File: src/common/flash_seq_consts.vh
// Constants for the flash erase check and suspend sequencer.
// Assumes a 20 MHz core clock; included by the sequencer, the bench top and the checker.
`ifndef FLASH_SEQ_CONSTS_VH
`define FLASH_SEQ_CONSTS_VH
// Instruction codes.
`define CMD_ERASE_CHECK 8'hd0
`define CMD_PAUSE_A 8'h85
`define CMD_PAUSE_B 8'h75
`define CMD_PAUSE_C 8'hb0
`define CMD_RESUME_A 8'h7a
`define CMD_RESUME_B 8'h8a
`define CMD_RD_STATUS_ONE 8'h05
`define CMD_RD_STATUS_TWO 8'h07
`define CMD_RD_ANY_REG 8'h65
`define CMD_WRITE_ENABLE 8'h06
`define CMD_PAGE_PROG 8'h02
`define CMD_PAGE_PROG_WIDE 8'h12
`define CMD_ARRAY_READ 8'h03
`define CMD_ARRAY_READ_WIDE 8'h13
`define CMD_RESET_ARM 8'h66
`define CMD_RESET_DO 8'h99
`define CMD_SECTOR_ERASE 8'hd8
`define CMD_SECTOR_ERASE_WIDE 8'hdc
`define CMD_BULK_ERASE 8'h60
`define CMD_BULK_ERASE_ALT 8'hc7
`define CMD_PROT_RD 8'hfa
`define CMD_PROT_WR 8'hfb
// Status bit positions.
`define ST1_WIP 0
`define ST1_WEL 1
`define ST2_PROG_PAUSED 0
`define ST2_ERASE_PAUSED 1
`define ST2_ERASE_OK 2
`define ST2_PROG_ERR 3
// Config bit: wide (4-byte) address when set.
`define CFG2_ADDR_WIDE 7
// Timing in ns and derived 20 MHz cycle counts.
`define CLK_PERIOD_NS 50
`define ERASE_CHECK_NS 20000
`define ERASE_CHECK_CYC (`ERASE_CHECK_NS / `CLK_PERIOD_NS)
`define PAUSE_LAT_NS 10000
`define PAUSE_LAT_CYC (`PAUSE_LAT_NS / `CLK_PERIOD_NS)
`define PROG_NS 40000
`define PROG_CYC (`PROG_NS / `CLK_PERIOD_NS)
`define ERASE_NS 160000
`define ERASE_CYC (`ERASE_NS / `CLK_PERIOD_NS)
// AXI register byte offsets and response codes.
`define REG_STATUS_ONE 8'h00
`define REG_STATUS_TWO 8'h04
`define REG_CONFIG_TWO 8'h08
`define REG_MODE 8'h0c
`define REG_PAUSED_ADDR 8'h10
`define REG_OKAY 2'b00
`define REG_DECERR 2'b11
`endif

File: src/rtl/flash_erase_check_and_suspend.v
// Command sequencer for erase check and program/erase pause inside a serial flash.
// Assumes the SPI pins are asynchronous to aclk and SCK runs well below aclk / 4.
`timescale 1ns/1ps
`include "flash_seq_consts.vh"

// Functional notes
// - Erase check sets erase-ok bit to 1 if sector's last erase finished, else 0.
// - Erase check carries 3 or 4 address bytes, chosen by the address-width config bit.
// - Erase check takes a fixed time; write in progress stays high until done.
// - Erase check needs no write enable; device sets and later clears the latch.
// - In four-wire mode each byte takes two clocks on all four data lines.
// - Three alternative codes all act as the pause command.
// - Pause acts only during page program or sector erase, never bulk erase.
// - Status two holds program-paused and erase-paused bits.
// - Reads allowed except of the paused sector or paused page.
// - Erase pause permits program, read and protection-bit access.
// - Program pause permits only reads.
// - New erase commands are ignored while anything is paused.
// - Page programs in erase pause are accepted only if no program is paused.
// - Program into the erase-paused sector fails and sets program error.
// - Array reads of both address widths accepted in both pause kinds.
// - Status reads accepted in both pause kinds.
// - Write enable accepted in erase pause but not program pause.
// - Either resume code resumes a paused operation.
// - Reset arm and reset accepted at any time, even while paused.
module flash_erase_check_and_suspend #(
   parameter SECTOR_BITS = 16,
   parameter PAGE_BITS = 8,
   parameter ERASE_CYCLES = `ERASE_CYC,
   parameter CHECK_CYCLES = `ERASE_CHECK_CYC
) (
   // Clock and reset.
   input wire aclk,
   input wire aresetn,
   // SPI pins.
   input wire cs_n,
   input wire sck,
   input wire [3:0] io_in,
   output reg [3:0] io_out,
   output reg [3:0] io_oe,
   // AXI4-Lite write.
   input wire [7:0] s_axi_awaddr,
   input wire s_axi_awvalid,
   output reg s_axi_awready,
   input wire [31:0] s_axi_wdata,
   input wire [3:0] s_axi_wstrb,
   input wire s_axi_wvalid,
   output reg s_axi_wready,
   output reg [1:0] s_axi_bresp,
   output reg s_axi_bvalid,
   input wire s_axi_bready,
   // AXI4-Lite read.
   input wire [7:0] s_axi_araddr,
   input wire s_axi_arvalid,
   output reg s_axi_arready,
   output reg [31:0] s_axi_rdata,
   output reg [1:0] s_axi_rresp,
   output reg s_axi_rvalid,
   input wire s_axi_rready
);
   localparam [2:0] OP_IDLE = 3'd0;
   localparam [2:0] OP_CHECK = 3'd1;
   localparam [2:0] OP_PROG = 3'd2;
   localparam [2:0] OP_ERASE = 3'd3;
   localparam [2:0] OP_BULK = 3'd4;
   localparam [2:0] OP_PAUSING = 3'd5;
   localparam [31:0] CNT_PROG = `PROG_CYC;
   localparam [31:0] CNT_PAUSE = `PAUSE_LAT_CYC;

   // ****************************************************************
   // Pin synchronisers and SCK edge detection
   // ****************************************************************
   reg [5:0] sync1_reg;
   reg [5:0] sync2_reg;
   reg sck_prev_reg;
   always @(posedge aclk) begin
      if (!aresetn) begin
         sync1_reg <= 6'h20;
         sync2_reg <= 6'h20;
         sck_prev_reg <= 1'b0;
      end else begin
         sync1_reg <= {cs_n, sck, io_in};
         sync2_reg <= sync1_reg;
         sck_prev_reg <= sync2_reg[4];
      end
   end
   wire cs_s = sync2_reg[5];
   wire sck_rise = sync2_reg[4] & ~sck_prev_reg;
   wire [3:0] io_s = sync2_reg[3:0];

   // ****************************************************************
   // Registers and state
   // ****************************************************************
   reg [7:0] cfg2_reg;
   reg quad_reg;
   reg wip_reg, wel_reg;
   reg prog_paused_reg, erase_paused_reg, erase_ok_reg, prog_err_reg;
   reg [2:0] op_reg, paused_op_reg;
   reg [31:0] cnt_reg, paused_cnt_reg, prog_cnt_reg;
   reg [31:0] op_addr_reg, erase_pause_addr_reg, prog_pause_addr_reg;
   reg [SECTOR_BITS-1:0] done_mark_reg;
   reg [7:0] cmd_reg;
   reg [31:0] addr_reg;
   reg [5:0] bits_reg;
   reg cs_prev_reg, reset_armed_reg, read_refused_reg;

   wire wide = cfg2_reg[`CFG2_ADDR_WIDE];
   wire [5:0] need_bits = wide ? 6'd40 : 6'd32;
   wire [5:0] step = quad_reg ? 6'd4 : 6'd1;
   wire any_paused = prog_paused_reg | erase_paused_reg;
   wire busy = (op_reg != OP_IDLE);
   wire frame_end = cs_s & ~cs_prev_reg;
   wire [SECTOR_BITS-1:0] sect_bit = {{(SECTOR_BITS-1){1'b0}}, 1'b1};
   wire [SECTOR_BITS-1:0] sect_sel = sect_bit << addr_reg[SECTOR_BITS+15:16];
   wire same_sector = (addr_reg[31:16] == erase_pause_addr_reg[31:16]);
   wire same_page = (addr_reg[31:PAGE_BITS] == prog_pause_addr_reg[31:PAGE_BITS]);
   wire is_pause = (cmd_reg == `CMD_PAUSE_A) | (cmd_reg == `CMD_PAUSE_B)
                 | (cmd_reg == `CMD_PAUSE_C);
   wire is_resume = (cmd_reg == `CMD_RESUME_A) | (cmd_reg == `CMD_RESUME_B);
   wire is_prog = (cmd_reg == `CMD_PAGE_PROG) | (cmd_reg == `CMD_PAGE_PROG_WIDE);
   wire is_erase = (cmd_reg == `CMD_SECTOR_ERASE) | (cmd_reg == `CMD_SECTOR_ERASE_WIDE);
   wire is_bulk = (cmd_reg == `CMD_BULK_ERASE) | (cmd_reg == `CMD_BULK_ERASE_ALT);
   wire is_read = (cmd_reg == `CMD_ARRAY_READ) | (cmd_reg == `CMD_ARRAY_READ_WIDE);
   wire addr_done = (bits_reg >= need_bits);
   // A read into the paused sector or page is refused; the flag is visible to software.
   wire read_blocked = is_read & ((erase_paused_reg & same_sector) | (prog_paused_reg & same_page));
   // Commands permitted while something is paused.
   wire allowed_in_pause =
        is_read | (cmd_reg == `CMD_RD_STATUS_ONE) | (cmd_reg == `CMD_RD_STATUS_TWO)
      | (cmd_reg == `CMD_RD_ANY_REG) | is_resume
      | (cmd_reg == `CMD_RESET_ARM) | (cmd_reg == `CMD_RESET_DO)
      | (~prog_paused_reg & ((cmd_reg == `CMD_WRITE_ENABLE) | is_prog
         | (cmd_reg == `CMD_PROT_RD) | (cmd_reg == `CMD_PROT_WR)));

   // ****************************************************************
   // SPI command shifter and sequencer
   // ****************************************************************
   always @(posedge aclk) begin
      io_out <= 4'h0;
      io_oe <= 4'h0;
      if (!aresetn) begin
         cfg2_reg <= 8'h00;
         quad_reg <= 1'b0;
         wip_reg <= 1'b0;
         wel_reg <= 1'b0;
         prog_paused_reg <= 1'b0;
         erase_paused_reg <= 1'b0;
         erase_ok_reg <= 1'b0;
         prog_err_reg <= 1'b0;
         op_reg <= OP_IDLE;
         paused_op_reg <= OP_IDLE;
         cnt_reg <= 32'd0;
         paused_cnt_reg <= 32'd0;
         prog_cnt_reg <= 32'd0;
         op_addr_reg <= 32'd0;
         erase_pause_addr_reg <= 32'd0;
         prog_pause_addr_reg <= 32'd0;
         done_mark_reg <= {SECTOR_BITS{1'b0}};
         cmd_reg <= 8'h00;
         addr_reg <= 32'd0;
         bits_reg <= 6'd0;
         cs_prev_reg <= 1'b1;
         reset_armed_reg <= 1'b0;
         read_refused_reg <= 1'b0;
      end else begin
         cs_prev_reg <= cs_s;
         if (cs_s) begin
            bits_reg <= 6'd0;
            addr_reg <= 32'd0;
         end else if (sck_rise && bits_reg < 6'd40) begin
            bits_reg <= bits_reg + step;
            if (bits_reg < 6'd8) begin
               cmd_reg <= quad_reg ? {cmd_reg[3:0], io_s} : {cmd_reg[6:0], io_s[0]};
            end else begin
               addr_reg <= quad_reg ? {addr_reg[27:0], io_s} : {addr_reg[30:0], io_s[0]};
            end
         end
         // Internal operation timer.
         if (busy) begin
            if (cnt_reg <= 32'd1) begin
               case (op_reg)
                  OP_CHECK: erase_ok_reg <= |(done_mark_reg & (sect_bit << op_addr_reg[SECTOR_BITS+15:16]));
                  OP_ERASE: done_mark_reg <= done_mark_reg | (sect_bit << op_addr_reg[SECTOR_BITS+15:16]);
                  OP_BULK: done_mark_reg <= {SECTOR_BITS{1'b1}};
                  OP_PAUSING: begin
                     if (paused_op_reg == OP_PROG) begin
                        prog_paused_reg <= 1'b1;
                        prog_pause_addr_reg <= op_addr_reg;
                     end else begin
                        erase_paused_reg <= 1'b1;
                        erase_pause_addr_reg <= op_addr_reg;
                     end
                  end
                  default: ;
               endcase
               op_reg <= OP_IDLE;
               wip_reg <= 1'b0;
               wel_reg <= 1'b0;
            end else begin
               cnt_reg <= cnt_reg - 32'd1;
            end
         end
         // Register writes come before the frame logic so a program error set in the same cycle outlives its clear.
         if (s_axi_awvalid && s_axi_wvalid && !s_axi_bvalid) begin
            if (s_axi_awaddr == `REG_CONFIG_TWO && s_axi_wstrb[0])
               cfg2_reg <= s_axi_wdata[7:0];
            if (s_axi_awaddr == `REG_MODE && s_axi_wstrb[0])
               quad_reg <= s_axi_wdata[0];
            if (s_axi_awaddr == `REG_STATUS_TWO && s_axi_wstrb[0] && s_axi_wdata[`ST2_PROG_ERR])
               prog_err_reg <= 1'b0;
         end
         // Command executes when the frame closes.
         if (frame_end && bits_reg >= 6'd8) begin
            reset_armed_reg <= (cmd_reg == `CMD_RESET_ARM);
            read_refused_reg <= read_blocked;
            if (cmd_reg == `CMD_RESET_DO && reset_armed_reg) begin
               op_reg <= OP_IDLE;
               wip_reg <= 1'b0;
               wel_reg <= 1'b0;
               prog_paused_reg <= 1'b0;
               erase_paused_reg <= 1'b0;
            end else if (is_pause) begin
               if (op_reg == OP_PROG || op_reg == OP_ERASE) begin
                  paused_op_reg <= op_reg;
                  if (op_reg == OP_PROG)
                     prog_cnt_reg <= cnt_reg;
                  else
                     paused_cnt_reg <= cnt_reg;
                  op_reg <= OP_PAUSING;
                  cnt_reg <= CNT_PAUSE;
               end
            end else if (any_paused && !busy) begin
               if (is_resume) begin
                  if (prog_paused_reg) begin
                     prog_paused_reg <= 1'b0;
                     op_reg <= OP_PROG;
                     op_addr_reg <= prog_pause_addr_reg;
                     cnt_reg <= prog_cnt_reg;
                  end else begin
                     erase_paused_reg <= 1'b0;
                     op_reg <= OP_ERASE;
                     op_addr_reg <= erase_pause_addr_reg;
                     cnt_reg <= paused_cnt_reg;
                  end
                  wip_reg <= 1'b1;
               end else if (allowed_in_pause) begin
                  if (cmd_reg == `CMD_WRITE_ENABLE)
                     wel_reg <= 1'b1;
                  else if (is_prog && addr_done && wel_reg) begin
                     if (same_sector) begin
                        prog_err_reg <= 1'b1;
                        wel_reg <= 1'b0;
                     end else begin
                        op_reg <= OP_PROG;
                        op_addr_reg <= addr_reg;
                        cnt_reg <= CNT_PROG;
                        wip_reg <= 1'b1;
                     end
                  end
               end
            end else if (!busy) begin
               if (cmd_reg == `CMD_ERASE_CHECK && addr_done) begin
                  op_reg <= OP_CHECK;
                  op_addr_reg <= addr_reg;
                  cnt_reg <= CHECK_CYCLES;
                  wip_reg <= 1'b1;
                  wel_reg <= 1'b1;
               end else if (cmd_reg == `CMD_WRITE_ENABLE) begin
                  wel_reg <= 1'b1;
               end else if (wel_reg && addr_done && (is_prog || is_erase)) begin
                  op_reg <= is_prog ? OP_PROG : OP_ERASE;
                  op_addr_reg <= addr_reg;
                  cnt_reg <= is_prog ? CNT_PROG : ERASE_CYCLES;
                  if (is_erase)
                     done_mark_reg <= done_mark_reg & ~sect_sel;
                  wip_reg <= 1'b1;
               end else if (wel_reg && is_bulk) begin
                  op_reg <= OP_BULK;
                  cnt_reg <= ERASE_CYCLES;
                  done_mark_reg <= {SECTOR_BITS{1'b0}};
                  wip_reg <= 1'b1;
               end
            end
         end
      end
   end

   // ****************************************************************
   // AXI4-Lite slave
   // ****************************************************************
   wire wr_go = s_axi_awvalid & s_axi_wvalid & ~s_axi_bvalid;
   wire wr_ok = (s_axi_awaddr == `REG_CONFIG_TWO) | (s_axi_awaddr == `REG_MODE)
              | (s_axi_awaddr == `REG_STATUS_TWO);
   always @(posedge aclk) begin
      if (!aresetn) begin
         s_axi_awready <= 1'b0;
         s_axi_wready <= 1'b0;
         s_axi_bvalid <= 1'b0;
         s_axi_bresp <= `REG_OKAY;
         s_axi_arready <= 1'b0;
         s_axi_rvalid <= 1'b0;
         s_axi_rresp <= `REG_OKAY;
         s_axi_rdata <= 32'd0;
      end else begin
         s_axi_awready <= wr_go;
         s_axi_wready <= wr_go;
         if (wr_go) begin
            s_axi_bvalid <= 1'b1;
            s_axi_bresp <= wr_ok ? `REG_OKAY : `REG_DECERR;
         end else if (s_axi_bready) begin
            s_axi_bvalid <= 1'b0;
         end
         s_axi_arready <= s_axi_arvalid & ~s_axi_rvalid & ~s_axi_arready;
         if (s_axi_arvalid && !s_axi_rvalid && !s_axi_arready) begin
            s_axi_rvalid <= 1'b1;
            s_axi_rresp <= `REG_OKAY;
            case (s_axi_araddr)
               `REG_STATUS_ONE: s_axi_rdata <= {30'd0, wel_reg, wip_reg};
               `REG_STATUS_TWO: s_axi_rdata <= {27'd0, read_refused_reg, prog_err_reg, erase_ok_reg,
                                                erase_paused_reg, prog_paused_reg};
               `REG_CONFIG_TWO: s_axi_rdata <= {24'd0, cfg2_reg};
               `REG_MODE: s_axi_rdata <= {31'd0, quad_reg};
               `REG_PAUSED_ADDR: s_axi_rdata <= erase_pause_addr_reg;
               default: begin
                  s_axi_rdata <= 32'd0;
                  s_axi_rresp <= `REG_DECERR;
               end
            endcase
         end else if (s_axi_rready) begin
            s_axi_rvalid <= 1'b0;
         end
      end
   end
endmodule // flash_erase_check_and_suspend

File: config.mk
export PLATFORM = sky130hd
export DESIGN_NAME = flash_erase_check_and_suspend
export DESIGN_NICKNAME = d
export VERILOG_FILES = /design/src/rtl/flash_erase_check_and_suspend.v
export VERILOG_INCLUDE_DIRS = /design/src /design/src/common
export SDC_FILE = /design/constraint.sdc
export NUM_CORES = 1
export LEC_CHECK = 0
export CAP_MARGIN = 20
export CORE_ASPECT_RATIO = 1.4
export CORE_MARGIN = 5
export CORE_UTILIZATION = 55
export CTS_BUF_LIST = sky130_fd_sc_hd__clkbuf_8
export CTS_CLUSTER_SIZE = 12
export DETAILED_ROUTE_END_ITERATION = 6
export DONT_BUFFER_PORTS = 1
export PLACE_DENSITY_LB_ADDON = 0.3
export SLEW_MARGIN = 20
export SYNTH_ARGS = -nofsm -noshare
export SYNTH_HDL_FRONTEND = slang
export SYNTH_SLANG_ARGS = --single-unit
export TNS_END_PERCENT = 20
File: constraint.sdc
create_clock -name aclk -period 4.65 [get_ports aclk]
set_input_delay 0.6975 -clock aclk [delete_from_list [all_inputs] [get_ports aclk]]
set_output_delay 0.6975 -clock aclk [all_outputs]
set_load 0.02 [all_outputs]
# Yosys cells after proc, flatten, opt, wreduce, memory -nomap -nowiden
# Cells that the tools add are included.
[word_totals]
ff_bits = 331
mem_count = 0
elab_cells = 310
output_inout_bits = 49
latch_bits = 0
rom_bits = 0
ram_bits = 0
input_bits = 65
[classes]
n_eq_ne = 43
n_reduce_logical = 43
addsub = 2
bitwise = 48
n_lt_le_gt_ge = 5
shift = 2
mux = 134
n_div = 0
mul = 0
[op_table]
columns = ["cell", "n"]
rows = [
  ["$mux 32", 30],
  ["$mux 16", 12],
  ["$pmux 32 s5", 1],
  ["$eq 8x8->1 const B", 10],
  ["$mux 1", 67],
  ["$mux 3", 18],
  ["$eq 8x3->1 const B", 5],
  ["$eq 8x7->1 const B", 5],
  ["$and 16x16->16", 2],
  ["$eq 8x4->1 const B", 4],
  ["$le 32x1->1 const B", 1],
  ["$pmux 16 s2", 1],
  ["$shl 1x16->16 const A", 2],
  ["$sub 32x1->32 const B", 1],
  ["$eq 24x24->1", 1],
  ["$eq 8x5->1 const B", 3],
  ["$or 1x1->1", 21],
  ["$logic_and 1x1->1", 18],
  ["$eq 16x16->1", 1],
  ["$eq 8x2->1 const B", 2],
  ["$not 16->16", 1],
  ["$or 16x16->16", 1],
  ["$reduce_or 16->1", 1],
  ["$not 1->1", 13],
  ["other kinds (28)", 56],
]

# Logic depth before layout (Yosys ltp)
[logic_depth]
depth_word = 15
depth_mapped = 11
ltp_nobuf = 9

# Worst setup path before layout
# No wires, ideal clock.
[synth_timing]
kind = "reg2reg"
start = "register cnt_reg[4]"
end = "register prog_pause_addr_reg[10]"
period_less_slack_ps = 2840
arrival_time_ps = 2713
path_buffers = 2
required_ps = 4522
path_stages_with_launch = 10
slack_ps = 1810
setup_ps = 128
cell_sequence = "dfxtp_1 buf_2 or4_4 or4b_1 nand4bb_4 nor3b_4 nand4_2 buf_4 mux2i_1 nor2_1"
[synth_via]
elab_chain_cells = 2
[synth_lines]
columns = ["element", "line_no", "rtl"]
rows = [
  ["start: declaration", "flash_erase_check_and_suspend.v:99", "reg [31:0] cnt_reg, paused_cnt_reg, prog_cnt_reg;"],
  ["start signal: assignment", "flash_erase_check_and_suspend.v:200", "cnt_reg <= cnt_reg - 32'd1;"],
  ["start signal: assignment", "flash_erase_check_and_suspend.v:238", "cnt_reg <= prog_cnt_reg;"],
  ["start signal: assignment", "flash_erase_check_and_suspend.v:243", "cnt_reg <= paused_cnt_reg;"],
  ["$le 32x1->1", "flash_erase_check_and_suspend.v:180", "if (cnt_reg <= 32'd1) begin"],
  ["$reduce_and 4->1 (no source line)", "-", ""],
  ["end signal: assignment", "flash_erase_check_and_suspend.v:188", "prog_pause_addr_reg <= op_addr_reg;"],
  ["end: declaration", "flash_erase_check_and_suspend.v:100", "reg [31:0] op_addr_reg, erase_pause_addr_reg, prog_pause_addr_reg;"],
]
# Every way passes these cells.
# A chain may end at the register's enable or synchronous reset.

# Worst setup path in the final report
[layout_timing]
start = "register bits_reg[4]"
end = "register cnt_reg[30]"
[layout_via]
elab_chain_cells = 11
elab_cells_between_ends = 20
cone_classes = "order compare: 2; mux: 12; reduce/logical: 6"
[layout_lines]
columns = ["element", "line_no", "rtl"]
rows = [
  ["start: declaration", "flash_erase_check_and_suspend.v:104", "reg [5:0] bits_reg;"],
  ["start signal: assignment", "flash_erase_check_and_suspend.v:171", "bits_reg <= bits_reg + step;"],
  ["$ge 6x6->1", "flash_erase_check_and_suspend.v:124", "wire addr_done = (bits_reg >= need_bits);"],
  ["$logic_and 1x1->1, on equally long branches (2 in series)", "flash_erase_check_and_suspend.v:270, flash_erase_check_and_suspend.v:249", ""],
  ["$mux 32, on equally long branches", "flash_erase_check_and_suspend.v:270, flash_erase_check_and_suspend.v:249", ""],
  ["$mux 32, on equally long branches", "flash_erase_check_and_suspend.v:268, flash_erase_check_and_suspend.v:247", ""],
  ["$mux 32, on equally long branches", "flash_erase_check_and_suspend.v:262, flash_erase_check_and_suspend.v:246", ""],
  ["$mux 32, on equally long branches", "flash_erase_check_and_suspend.v:261, flash_erase_check_and_suspend.v:233", ""],
  ["$mux 32", "flash_erase_check_and_suspend.v:232", "end else if (any_paused && !busy) begin"],
  ["$mux 32", "flash_erase_check_and_suspend.v:222", "end else if (is_pause) begin"],
  ["$mux 32", "flash_erase_check_and_suspend.v:216", "if (cmd_reg == `CMD_RESET_DO && reset_armed_reg) begin"],
  ["$mux 32 *", "flash_erase_check_and_suspend.v:213", "if (frame_end && bits_reg >= 6'd8) begin"],
]
# Every way passes the cells marked *; elsewhere a longest branch is shown, timed or not.

==> results.md <==
Outcome:
- The run finished with clean final reports.

Drt:
- After detailed routing, the met3 layer carries 2.03 mm of wire.
- Summing over every cut layer, the via total after detailed routing is 12,922.
- After detailed routing, the number of vias per cell comes to 5.97.
- For this run, the detailed router's first-pass iteration total came to 5.
- The total wirelength of the detailed-routed design is 39.2 mm.
- The detailed router used layers up to and including met4.
- For this block, wires on met1 add up to 15.8 mm.
- The total length of routed met2 wires is 20.0 mm.
- The number of design rule violations left after detail routing is 0.
- The initial DRC count is 976.
- Dividing the detail-routed wire length by the instance count gives 18.1 um.
- The detail route stage leaves a number of antenna-violating nets equal to 0.

Placement:
- Once detailed placement completed, the half-perimeter wirelength came to 25.2 mm.
- Input and output buffers added on the ports amount to 0.
- The routability-driven placement congestion ratio is 0.920.
- Prior to clock tree synthesis, the placed netlist has a worst setup slack of 1200 ps.
- Once placement completed, the tool counted placed cells totaling 2,079.

Global routing:
- The wire length of the first global-routing pass is 64.8 mm.
- The number of antenna violations at the first check in global routing is 0.
- In the global route stage, overall resource usage came out at 0.246.
- Entering global routing, the biggest net connects 173 pins.
- Global routing finished with a remaining overflow of 0.
- The number of global-route vias before repair is 12,779.

Clock tree:
- The clock tree root driver cell is clkbuf_8.
- Post-CTS timing repair inserted 0 buffers for setup.
- The number of gates given a new drive strength after cts is 0.
- The clock latency on the worst-skew pair is 590 ps.
- Counting every sink on the clock net gives 329.
- The clock input transition at the sequential cells of the worst setup and hold paths is 70 ps.
- The deepest level of the CTS H-tree is 2.
- Buffers inserted to repair hold after CTS numbered 0.
- The maximum clock insertion buffer count is 3.
- Clock tree synthesis inserted a total of 50 buffers.
- The CTS tree is yes.

Worst hold path:
- The startpoint identified for the worst hold timing path is aresetn.
- The path category of the worst min-delay check is input port to flop.

Timing:
- The final count of negative-setup-slack endpoints is 0.
- The worst path setup slack after routing is 1050 ps.
- Setup total negative slack on the finished layout was measured at 0 ps.
- The setup skew after layout is 23.0 ps.
- Hold timing on the final database bottoms out at a slack of 195 ps.
- For the pin with the worst max-slew slack, the measured transition is 1020 ps.
- Dividing the final minimum period by the clock period gives 0.773.
- Based on the critical path, the design can be clocked at up to 278 MHz.
- The final-report max-slew violation count is 0.
- Setup repair after global routing left no endpoint under its margin.
- The worst slew slack as a fraction of its limit is 0.317.
- The hold violation total from the final report is 0.
- The clock period minus final worst setup slack is 3600 ps.

Worst setup path:
- Data on the critical path is required at its endpoint by 5090 ps.
- The element type at the critical path end is a flop.
- The critical path goes through nor3_1 -> nor3b_2 -> o21ai_0 -> buf_4 -> nor3_1 -> o211ai_1 -> nand2_1 -> buf_4 -> o22ai_1.
- The library cell contributing the largest single delay on the critical path is nor3_1.
- The dominant delay contributor by cell family on the critical path is simple AND/OR/NAND/NOR gates.
- The startpoint-to-endpoint class of the critical path is flop to flop.
- STA classifies the critical path startpoint as a flop.
- The largest single stage delay on the critical path is 810 ps.
- The worst register-to-register path begins at bits_reg[4].
- In this run the worst setup path begins at bits_reg[4].
- The highest net fanout along the worst path is 20.
- Data arrives at the worst endpoint at 4030 ps.
- The critical path buffer and inverter count is 2.

Final layout:
- Relative to the synthesized area, the layout overhead comes to 7.08%.
- The library cells used most frequently in the layout, excluding fill and tap cells, are dfxtp_1 (327), nor2_1 (212), nand2_1 (207), a21oi_1 (179), mux2i_1 (179).
- 0 antenna diodes ended up in the layout.
- Of the cells placed in the final design, the portion with a size suffix greater than 1 is 0.0757.
- The most common library cell in the layout ignoring fill and taps is dfxtp_1.
- Once layout is complete, the cells apart from fillers number 2,166.
- The total number of nets in the final design is 1,832.

Pwr:
- Dividing total power by cell area gives a power density of 328 nW/um2.
- The total leakage power is 5.76 nW.
- The worst-case IR drop observed on VDD is 0.263 mV.

Synth:
- Summing every instance area after synthesis gives 15,500 um2.
- During synthesis, Yosys emitted a total of 0 warnings.
- Synthesis inferred 329 register bits.
- The number of flops mapped to enable cells by yosys is 0.
- After technology mapping, the gate count stands at 1,841.
- The netlist uses 76 different library cells.
- The most used flip-flop cell after synthesis is dfxtp_1.
- The share of synthesized flip-flops with an asynchronous set or reset is 0.
- Of the synthesized area, sequential elements account for 0.426.
- The average cell area after synthesis is 8.40 um2.

Die:
- The die covers 31,600 um2.
- The die is 152 um wide.
- The effective utilization at floorplan is 0.559.
- The core outline area is 27,700 um2.
- In this run the vertical extent of the chip is 208 um.
- 114 I/O pins were placed.
- The number of rows created at floorplan is 72.

Job:
- The tool flagged a number of max-cap violations equal to 0.
==> power breakdown <==
part	switching, mW	leakage [nW]	internal (mW)
clock network	1.11	0.580	1.36
registers	0.0205	2.65	2.83
logic	0.0827	2.52	0.0264
total	1.22	5.76	4.22
==> cells in the mapped netlist, drive strengths merged, types with 7 or more instances <==
library cell | number | share of area
a211oi | 40 | 0.020
nand3 | 83 | 0.027
xor2 | 25 | 0.014
o211ai | 9 | 0.0047
nor2b | 7 | 0.0028
mux2i | 179 | 0.12
nand2b | 14 | 0.0057
dfxtp | 329 | 0.43
o21ai | 59 | 0.019
a21oi | 179 | 0.058
o31ai | 33 | 0.016
nor3 | 24 | 0.0078
xnor2 | 46 | 0.026
a31oi | 12 | 0.0049
nor4 | 23 | 0.0093
nand2 | 207 | 0.050
nand4 | 18 | 0.0077
buf | 29 | 0.012
and2 | 14 | 0.0057
inv | 19 | 0.0046
or4 | 9 | 0.0046
o22ai | 28 | 0.011
nor2 | 214 | 0.052
clkbuf | 135 | 0.033
and3 | 8 | 0.0032
==> logic make-up (layout without fill, tap and decap cells) <==
family / after synthesis / after routing / synth area share
compound gates: 408 / 408 / 0.162
simple gates: 659 / 659 / 0.198
mux: 184 / 184 / 0.120
xor+xnor: 71 / 71 / 0.0402
buf+inv: 183 / 131 / 0.0490
fa+ha+maj: 6 / 6 / 0.00486
flops: 329 / 329 / 0.426
other cells: 1 / 8 / 0.000243
==> path summary, 6_finish.rpt <==
check	end	slack, ps	depth (start not counted)
worst max register to register	cnt_reg[30]	1050	9
worst min-delay path	sync1_reg[5]	190	1
worst min register to register	sync2_reg[5]	410	1
worst max-delay path	cnt_reg[30]	1050	9
==> layout make-up <==
cell class | count | area [um2]
clock buffer | 65 | 895
clock inverter | 22 | 153
fill | 2499 | 11100
inverter | 19 | 76.3
multi-input combinational | 1336 | 8180
sequential | 329 | 6590
tap | 370 | 463
timing repair buffer | 25 | 200
==> worst reg2reg max path: stages, from the launching register on <==
cell	delay, ps
dfxtp_1	430
nor3_1	140
nor3b_2	450
o21ai_0	170
buf_4	200
nor3_1	810
o211ai_1	490
nand2_1	310
buf_4	300
o22ai_1	140
==> per-layer routing <==
metal,GRT usage,vias up
li1,-,6305
met1,0.295,6155
met2,0.431,354
met3,0.0407,108
met4,0.103,0
met5,0,-
==> per-stage QoR <==
step	instance area, um2	util	power (mW)
after global routing	16600	0.599	5.62
final	16600	0.599	5.43
after CTS	16600	0.599	5.48
after floorplan	15500	-	3.01
after global placement	15500	0.561	3.02
after detailed placement	15500	0.561	3.02
Power figures use the tool's default switching activity.
